--- src/include/addr_dec_pkg.sv ---
// address map, field layout and encodings for the processor address decoder
package addr_dec_pkg;

  // target classes; CFG_ADDR is served locally and never forwarded
  typedef enum logic [3:0] {
    TGT_NONE     = 4'b0000,
    TGT_SDRAM    = 4'b0001,
    TGT_BOOT     = 4'b0010,
    TGT_FLASH    = 4'b0011,
    TGT_OPS      = 4'b0100,
    TGT_PCI_MEM  = 4'b0101,
    TGT_PCI_IO   = 4'b0110,
    TGT_PCI_CFG  = 4'b0111,
    TGT_CFG_ADDR = 4'b1000
  } target_e;

  typedef enum logic {
    PH_IDLE = 1'b0,
    PH_FWD  = 1'b1
  } phase_e;

  localparam logic [31:0] SDRAM_BASE    = 32'h0000_0000;
  localparam logic [31:0] SDRAM_LAST    = 32'h07ff_ffff;
  localparam logic [31:0] OPS_BASE      = 32'h7000_0000;
  localparam logic [31:0] OPS_LAST      = 32'h7000_ffff;
  localparam logic [31:0] PCI_MEM_BASE  = 32'h8010_0000;
  localparam logic [31:0] PCI_MEM_LAST  = 32'hfdff_ffff;
  localparam logic [31:0] PCI_IO_BASE   = 32'hfe00_0000;
  localparam logic [31:0] PCI_IO_LAST   = 32'hfebf_ffff;
  localparam logic [31:0] CFG_ADDR_BASE = 32'hfec0_0000;
  localparam logic [31:0] CFG_ADDR_LAST = 32'hfedf_ffff;
  localparam logic [31:0] CFG_DATA_BASE = 32'hfee0_0000;
  localparam logic [31:0] CFG_DATA_LAST = 32'hfeff_ffff;
  localparam logic [31:0] FLASH_BASE    = 32'hff00_0000;
  localparam logic [31:0] FLASH_LAST    = 32'hff7f_ffff;
  localparam logic [31:0] BOOT_BASE     = 32'hff80_0000;
  localparam logic [31:0] BOOT_LAST     = 32'hffff_ffff;

  localparam int BOOT_LINES   = 15;
  localparam int IO_KEEP_BITS = 24;
  localparam int ROW_BITS     = 13;
  localparam int COL_BITS     = 10;
  localparam int BANK_BITS    = 2;
  localparam int COL_POS      = 2;
  localparam int BANK_POS     = 12;
  localparam int ROW_POS      = 14;

  localparam logic [31:0] CFG_ADDR_RESET = 32'h0000_0000;
  localparam logic [31:0] UNMAPPED_RDATA = 32'h0000_0000;
  localparam logic [31:0] WRITE_RDATA    = 32'h0000_0000;

  function automatic logic in_win(input logic [31:0] a, input logic [31:0] lo,
                                  input logic [31:0] hi);
    return (a >= lo) && (a <= hi);
  endfunction

endpackage

--- src/include/dec_if.sv ---
// carrier between the address decoder core and its window decode
`timescale 1ns/1ns
`default_nettype none
interface dec_if;
  import addr_dec_pkg::*;
  logic    [31:0] addr;
  target_e        tgt;
  logic           byte_wide;
  logic    [31:0] fwd_addr;
  modport decoder (input addr, output tgt, output byte_wide, output fwd_addr);
  modport user    (output addr, input tgt, input byte_wide, input fwd_addr);
endinterface
`default_nettype wire

--- src/window_decode.sv ---
// combinational window match and address translation
`timescale 1ns/1ns
`default_nettype none
module window_decode (
  dec_if.decoder d
);
  import addr_dec_pkg::*;

  always_comb begin
    d.tgt       = TGT_NONE;
    d.byte_wide = 1'b0;
    d.fwd_addr  = d.addr;
    if (in_win(d.addr, SDRAM_BASE, SDRAM_LAST)) begin
      d.tgt = TGT_SDRAM;
    end else if (in_win(d.addr, OPS_BASE, OPS_LAST)) begin
      d.tgt       = TGT_OPS;
      d.byte_wide = 1'b1;
    end else if (in_win(d.addr, PCI_MEM_BASE, PCI_MEM_LAST)) begin
      d.tgt = TGT_PCI_MEM;
    end else if (in_win(d.addr, PCI_IO_BASE, PCI_IO_LAST)) begin
      d.tgt      = TGT_PCI_IO;
      d.fwd_addr = {{(32-IO_KEEP_BITS){1'b0}}, d.addr[IO_KEEP_BITS-1:0]};
    end else if (in_win(d.addr, CFG_ADDR_BASE, CFG_ADDR_LAST)) begin
      d.tgt = TGT_CFG_ADDR;
    end else if (in_win(d.addr, CFG_DATA_BASE, CFG_DATA_LAST)) begin
      d.tgt = TGT_PCI_CFG;
    end else if (in_win(d.addr, FLASH_BASE, FLASH_LAST)) begin
      d.tgt       = TGT_FLASH;
      d.byte_wide = 1'b1;
    end else if (in_win(d.addr, BOOT_BASE, BOOT_LAST)) begin
      // only the low lines reach the part, so it repeats over the whole region
      d.tgt       = TGT_BOOT;
      d.byte_wide = 1'b1;
      d.fwd_addr  = {{(32-BOOT_LINES){1'b0}}, d.addr[BOOT_LINES-1:0]};
    end
  end

endmodule
`default_nettype wire

--- src/processor_address_decoder.sv ---
// processor address decoder: window steering, translation and pci config pair
`timescale 1ns/1ns
`default_nettype none
module processor_address_decoder (
  input  wire logic                           ref_clk,
  input  wire logic                           nrst,
  input  wire logic                           req_valid,
  input  wire logic                           req_write,
  input  wire logic [31:0]                    req_addr,
  input  wire logic [31:0]                    req_wdata,
  output logic                                req_ready,
  output logic                                req_ack,
  output logic [31:0]                         req_rdata,
  output logic                                tgt_valid,
  output addr_dec_pkg::target_e               tgt_sel,
  output logic                                tgt_write,
  output logic [31:0]                         tgt_addr,
  output logic [31:0]                         tgt_wdata,
  output logic                                tgt_byte_wide,
  output logic [addr_dec_pkg::ROW_BITS-1:0]   sdram_row,
  output logic [addr_dec_pkg::COL_BITS-1:0]   sdram_col,
  output logic [addr_dec_pkg::BANK_BITS-1:0]  sdram_bank,
  input  wire logic                           tgt_ack,
  input  wire logic [31:0]                    tgt_rdata
);
  import addr_dec_pkg::*;

  typedef struct packed {
    phase_e                phase;
    logic                  req_ready;
    logic                  req_ack;
    logic [31:0]           req_rdata;
    logic                  tgt_valid;
    target_e               tgt_sel;
    logic                  tgt_write;
    logic [31:0]           tgt_addr;
    logic [31:0]           tgt_wdata;
    logic                  tgt_byte_wide;
    logic [ROW_BITS-1:0]   sdram_row;
    logic [COL_BITS-1:0]   sdram_col;
    logic [BANK_BITS-1:0]  sdram_bank;
    logic [31:0]           cfg_addr;
  } state_s;

  localparam state_s STATE_RESET = '{
    phase:         PH_IDLE,
    req_ready:     1'b1,
    req_ack:       1'b0,
    req_rdata:     32'h0000_0000,
    tgt_valid:     1'b0,
    tgt_sel:       TGT_NONE,
    tgt_write:     1'b0,
    tgt_addr:      32'h0000_0000,
    tgt_wdata:     32'h0000_0000,
    tgt_byte_wide: 1'b0,
    sdram_row:     '0,
    sdram_col:     '0,
    sdram_bank:    '0,
    cfg_addr:      CFG_ADDR_RESET
  };

  state_s s;
  state_s next_s;
  logic   take;

  dec_if dec ();

  assign dec.addr = req_addr;

  window_decode u_window_decode (
    .d (dec)
  );

  assign take = req_valid && s.req_ready;

  always_comb begin
    next_s         = s;
    next_s.req_ack = 1'b0;
    case (s.phase)
      PH_IDLE: begin
        if (take) begin
          case (dec.tgt)
            TGT_CFG_ADDR: begin
              // served here; the pci side sees nothing until the data access
              if (req_write) begin
                next_s.cfg_addr = req_wdata;
              end
              next_s.req_ack   = 1'b1;
              next_s.req_rdata = req_write ? WRITE_RDATA : s.cfg_addr;
            end
            TGT_NONE: begin
              next_s.req_ack   = 1'b1;
              next_s.req_rdata = UNMAPPED_RDATA;
            end
            default: begin
              if (dec.tgt == TGT_BOOT && req_write) begin
                // acknowledged so the processor does not hang, never driven out
                next_s.req_ack   = 1'b1;
                next_s.req_rdata = WRITE_RDATA;
              end else begin
                // each store, flash command words included, is one target cycle
                next_s.phase         = PH_FWD;
                next_s.req_ready     = 1'b0;
                next_s.tgt_valid     = 1'b1;
                next_s.tgt_sel       = dec.tgt;
                next_s.tgt_write     = req_write;
                next_s.tgt_wdata     = req_wdata;
                next_s.tgt_byte_wide = dec.byte_wide;
                next_s.tgt_addr      = (dec.tgt == TGT_PCI_CFG) ? s.cfg_addr
                                                                 : dec.fwd_addr;
                next_s.sdram_row  = req_addr[ROW_POS+ROW_BITS-1:ROW_POS];
                next_s.sdram_bank = req_addr[BANK_POS+BANK_BITS-1:BANK_POS];
                next_s.sdram_col  = req_addr[COL_POS+COL_BITS-1:COL_POS];
              end
            end
          endcase
        end
      end
      PH_FWD: begin
        // outputs hold steady until the target answers
        if (tgt_ack) begin
          next_s.phase     = PH_IDLE;
          next_s.tgt_valid = 1'b0;
          next_s.req_ready = 1'b1;
          next_s.req_ack   = 1'b1;
          next_s.req_rdata = s.tgt_write ? WRITE_RDATA : tgt_rdata;
        end
      end
      default: begin
        next_s = STATE_RESET;
      end
    endcase
  end

  always_ff @(posedge ref_clk or negedge nrst) begin
    if (!nrst) begin
      s <= STATE_RESET;
    end else begin
      s <= next_s;
    end
  end

  assign req_ready     = s.req_ready;
  assign req_ack       = s.req_ack;
  assign req_rdata     = s.req_rdata;
  assign tgt_valid     = s.tgt_valid;
  assign tgt_sel       = s.tgt_sel;
  assign tgt_write     = s.tgt_write;
  assign tgt_addr      = s.tgt_addr;
  assign tgt_wdata     = s.tgt_wdata;
  assign tgt_byte_wide = s.tgt_byte_wide;
  assign sdram_row     = s.sdram_row;
  assign sdram_col     = s.sdram_col;
  assign sdram_bank    = s.sdram_bank;
endmodule
`default_nettype wire

--- config.mk ---
export PLATFORM = sky130hd
export DESIGN_NAME = processor_address_decoder
export DESIGN_NICKNAME = d
export VERILOG_FILES = /design/src/include/addr_dec_pkg.sv /design/src/include/dec_if.sv /design/src/window_decode.sv /design/src/processor_address_decoder.sv
export SDC_FILE = /design/constraint.sdc
export NUM_CORES = 1
export LEC_CHECK = 0
export BUFFER_PORTS_ARGS = -buffer_cell sky130_fd_sc_hd__clkbuf_2
export CAP_MARGIN = 20
export CORE_MARGIN = 2
export CORE_UTILIZATION = 40
export CTS_CLUSTER_SIZE = 28
export DETAILED_ROUTE_END_ITERATION = 8
export PLACE_DENSITY_LB_ADDON = 0.12
export SYNTH_ARGS = -nofsm -noshare
export SYNTH_HDL_FRONTEND = slang
export SYNTH_SLANG_ARGS = --single-unit
--- constraint.sdc ---
create_clock -name ref_clk -period 2.4 [get_ports ref_clk]
set_input_delay 0.6 -clock ref_clk [delete_from_list [all_inputs] [get_ports ref_clk]]
set_output_delay 0.6 -clock ref_clk [all_outputs]
set_load 0.03 [all_outputs]
== After elaboration in Yosys (flattened, before gate mapping) ==
Cells that the tools add are included.
W data, S select, Z words.
Operators by class
  magnitude comparators: 16
  eq/ne operators: 8
  muxes and demuxes: 38
  bitwise logic cells: 3
  reduce and logical (&&, ||, !) cells: 16
Operators with widths (number)
  $mux W32: 13
  $ge A32 B32 Y1 const B: 6
  $le A32 B32 Y1 const B: 6
  $mux W96: 2
  $mux W163: 1
  $pmux W36 S2: 1
  $pmux W33 S2: 1
  $mux W36: 1
  $mux W33: 1
  $ge A32 B1 Y1 const B: 1
  $ge A32 B31 Y1 const B: 1
  $le A32 B27 Y1 const B: 1
  $le A32 B31 Y1 const B: 1
  $mux W4: 7
  $reduce_and A4 Y1: 3
  $logic_and A1 B1 Y1: 10
  $mux W1: 8
  $ne A2 B2 Y1 const B: 4
  $mux W2: 3
  $eq A4 B2 Y1 const B: 1
  $eq A4 B3 Y1 const B: 1
  $eq A4 B4 Y1 const B: 1
  $logic_not A4 Y1: 1
  $ne A4 B2 Y1 const B: 1
  other kinds (3): 5
Storage, ports and cells
  flip-flop bits (word level): 163
  input bits: 101
  logic and storage cells: 95

== Depth between registers and ports, before layout ==
  word-level depth: 16
  mapped depth: 8
  mapped depth without buffers: 5

== By module ==
A second synthesis with hierarchy kept.
Second synthesis, totals
  cells, all modules: 614
  area, all modules: 8020.2 um^2
By module, submodules not included
  processor_address_decoder: times used 1, cells an instance 554, area each 7587.3 um^2, sequential area each 4080.2 um^2
  window_decode: times used 1, cells an instance 60, area each 432.9 um^2, sequential area each 0.0 um^2

== Worst setup path after synthesis ==
No wires, ideal clock.
  path type: input port to flip-flop
  start point: input req_addr[23]
  end point: register s, in the netlist sdram_col[1]
  arrival: 2366 ps
  data required time: 2275 ps
  setup slack: -91 ps
  stages on the path: 8
  cell sequence: buf_2 > and4bb_1 > or4_1 > o221a_2 > a21oi_4 > buf_6 > buf_6 > mux2_4
Between the ends
  longest elaborated chain between the ends: 14
RTL lines
  from (decl): RTL line processor_address_decoder.sv:9  | input wire logic [31:0] req_addr,
  $ge A32 B32 Y1 / $le A32 B32 Y1 (equally long branches): RTL line addr_dec_pkg.sv:54  | return (a >= lo) && (a <= hi);
  $logic_and A1 B1 Y1: RTL line addr_dec_pkg.sv:54
  $mux W2: RTL line window_decode.sv:30  | end else if (in_win(d.addr, BOOT_BASE, BOOT_LAST)) begin
  $mux W4: RTL line window_decode.sv:27  | end else if (in_win(d.addr, FLASH_BASE, FLASH_LAST)) begin
  $mux W4: RTL line window_decode.sv:25  | end else if (in_win(d.addr, CFG_DATA_BASE, CFG_DATA_LAST)) begin
  $mux W4: RTL line window_decode.sv:23  | end else if (in_win(d.addr, CFG_ADDR_BASE, CFG_ADDR_LAST)) begin
  $mux W4: RTL line window_decode.sv:20  | end else if (in_win(d.addr, PCI_IO_BASE, PCI_IO_LAST)) begin
  $mux W4: RTL line window_decode.sv:18  | end else if (in_win(d.addr, PCI_MEM_BASE, PCI_MEM_LAST)) begin
  $mux W4: RTL line window_decode.sv:15  | end else if (in_win(d.addr, OPS_BASE, OPS_LAST)) begin
  $mux W4 (*): RTL line window_decode.sv:13  | if (in_win(d.addr, SDRAM_BASE, SDRAM_LAST)) begin
  $eq A4 B4 Y1 (tied with other cells): RTL line processor_address_decoder.sv:82  | case (dec.tgt)
  $reduce_or A2 Y1 (no source line) / $logic_and A1 B1 Y1 (equally long branches)
  $not A1 Y1 (no source line)
  $reduce_and A4 Y1 (no source line) (*)
  to (signal assigned): RTL line processor_address_decoder.sv:139  | s <= next_s;
  to (decl): RTL line processor_address_decoder.sv:62  | state_s s;
Every way passes the cells marked *; elsewhere a longest branch is shown, timed or not.
A chain may end at the register's enable or synchronous reset.

== Final worst setup path ==
  start point: input req_addr[19]
  end point: register s, in the netlist sdram_col[8]
The elaborated chain is that of the path after synthesis.

==> results.md <==
- Port bufs: 230
- Chip width: approximately 140 µm
- Final period util: 0.943
- Row count: a little over 50
- Via total after detailed routing: 5215
- Top FF cell, synth: dfrtp_1
- Via density: 4.86
- Antenna cells: 0
- Top-count cell post-synth: dfrtp_1
- Core area: 19300 µm²
- Async SR Flop Fraction: 1.00
- Grt total ovfl: 0
- Routability Congestion: approximately 0.87
- GRT busiest layer: met2
- Element type at the critical path end: register
- Top area cells in the synthesized netlist: dfrtp_1, mux2_2, buf_4
- M1 GR Usage: 0.244
- Yosys top cell by area: dfrtp_1
- Met2 Use GR: 0.299
- TritonCTS clock tree: done
- Share of Yosys cell area claimed by the top area cell type: 0.516
- Peak supply drop: 0.470 mV
- Sink Count: 163
- Synth Cell Area: 7850 µm²
- Post-Synthesis Cells: 637
- First-pass GRT wire length: 29.7 mm
- Met3 usage: 0.0576
- Clk slew on worst S/H paths: roughly 0.070 ns
- Layout Nets: roughly 900
- Min cycle time layout: 2.26 ns
- Final slew viol count: 0
- Post-DRT Antenna Nets: 0
- First drt pass iteration count: 4
- Avg WL per Cell: 17.7 µm
- Worst setup path class: primary input to register
- Synth warn: 0
- RSZ-0062 raised after global routing: no
- Height of the die: 144 µm
- Mapped Nets: 738
- Yosys reg bits: 163
- Clk_lat worst skew: about 0.42 ns
- Placed Cells: 1041
- Synthesized area per cell: ~12 µm²
- Initial DRC count: 214
- Crit path launch type: primary input
- Dpl cell area: 8870 µm²
- Power Density: 594 nW/µm²
- Setup Buffers After CTS: 0
- DRC Markers: 0
- Synth unique cells: 41
- GRT Total Usage: 0.187
- PostCTS Resize Cnt: 0
- Post-route cell area: 9430 µm²
- Hold_buf cts: 0
- Final cell count without fillers: around 1100
- Final Skew: roughly 0.010 ns
- Top post-synthesis cells by count: dfrtp_1, buf_4, mux2_2
- Root buf cell: clkbuf_16
- DP HPWL: approximately 14 mm
- Hold Violations, Final: 0
- Fillers: 1816
- Slew @ Worst Pin: 0.987 ns
- Number of global-route vias before repair: 5508
- Initial Utilization: 0.406
- Final Routed Wirelength: roughly 19 mm
- H-tree depth: 4
- Initial antenna violation count: 0
- Final setup vio count: 0
- Pin count of the biggest net entering global routing: 45
- CTS max path bufs: 2
- EDFF count, synth: 0
- Rel. slew slack: 0.340
- Layout cells sized above 1: 0.573
- P_leak: 0.00500 µW
- Area growth syn-to-layout: 20.1%
- Min-Delay Path Class: primary input to asynchronous set/reset pin
- FMAX: 442 MHz
- Worst Path Max Fanout: 23
- Number of CTS-inserted buffers: 17
- Die area: 20800 µm²
- MaxCap Viol Count: 0
- IO Pins: ~230
- Status: completed
- WP data arrival: 2.56 ns
- Sequential share of the synthesized area: 0.520
- Critical Path RT: roughly 2.7 ns
==> report_power, final <==
group	total (µW)	leakage [µW]	switching [µW]	internal, µW
logic	264	0.00268	138	125
clock network	2600	0.000260	1160	1440
registers	2750	0.00206	0	2750
==> kinds of logic after synthesis <==
group,synth area share
AO/OA/AOI/OAI,0.0832
multiplexers,0.207
buffers and inverters,0.163
flip-flops,0.520
AND/OR/NAND/NOR,0.0274
==> registers in the layout (all words and copies together) (netlist names) <==
name	count
s	33
req_rdata	32
tgt_addr	32
tgt_wdata	32
sdram_row	13
sdram_col	10
tgt_sel	4
sdram_bank	2
req_ack	1
req_ready	1
tgt_byte_wide	1
tgt_valid	1
tgt_write	1
==> cells in the final DEF, fill, tap and decap left out, types with 2 or more instances in the layout <==
cell type / synthesis / routed
clkbuf_2: 0 / 229
dfrtp_1: 162 / 162
mux2_2: 114 / 114
buf_4: 133 / 51
inv_1: 47 / 47
o21ai_0: 37 / 37
a22oi_1: 32 / 32
clkbuf_16: 0 / 17
mux2_4: 16 / 16
buf_12: 0 / 11
mux2i_1: 10 / 10
nand2_1: 8 / 8
o211ai_1: 7 / 7
a22o_1: 7 / 7
a21oi_1: 6 / 6
clkinvlp_4: 0 / 5
nor2_1: 6 / 4
nand3_1: 4 / 4
inv_6: 0 / 4
nand4_1: 3 / 3
a21o_1: 3 / 3
nor4_2: 1 / 2
or4_1: 2 / 2
clkinv_4: 0 / 2
clkinv_2: 0 / 2
==> metal layers <==
layer  up-vias  routed length (µm)
met4         0                 270
li1       2396                   -
met1      2633                8430
met2       170                9010
met5         -                   0
met3        16                1300
==> final timing paths <==
| path | startpoint | slack, ns | cells after the start | endpoint |
|---|---|---|---|---|
| worst max-delay path | req_addr[19] | 0.14 | 8 | sdram_col[8] |
| worst min-delay path | nrst | 0.11 | 1 | req_rdata[27] |
| worst max register to register | req_ready | 0.42 | 5 | sdram_col[8] |
| worst min register to register | tgt_wdata[25] | 0.50 | 1 | tgt_wdata[25] |
| max in group asynchronous | nrst | 1.69 | 2 | s[10] |
| min in group ref_clk | req_addr[5] | 0.42 | 2 | sdram_col[3] |
==> through the flow <==
stage                     TNS, ns  hold WS [ns]  utilization  setup WS, ns  power, µW
after floorplan            -0.144         0.304            -       -0.0115       2850
after global placement     -26.20         0.473        0.459        -0.308       3070
after detailed placement   -24.59         0.495        0.459        -0.290       3070
after CTS                       0         0.102        0.488         0.159       5670
after global routing            0         0.110        0.488        0.0822       5840
final                           0         0.106        0.488         0.137       5610
==> critical path, cell delays in order <==
cell      delay (ns)
clkbuf_2        0.09
nor4_1          0.33
buf_4           0.18
nand4_1         0.14
o221a_4         0.32
a21oi_4         0.15
buf_4           0.35
mux2_2          0.38
==> cell type report <==
| class | count | area (µm²) | share of cell area |
|---|---|---|---|
| Clock inverter | 14 | 130 | 0.0138 |
| Inverter | 47 | 176 | 0.0187 |
| Sequential cell | 163 | 4080 | 0.433 |
| Timing Repair Buffer | 292 | 1760 | 0.187 |
| Tap cell | 265 | 332 | 0.0352 |
| Clock buffer | 18 | 429 | 0.0455 |
| Multi-Input combinational cell | 274 | 2520 | 0.268 |
(Power assumes the default switching activity.)
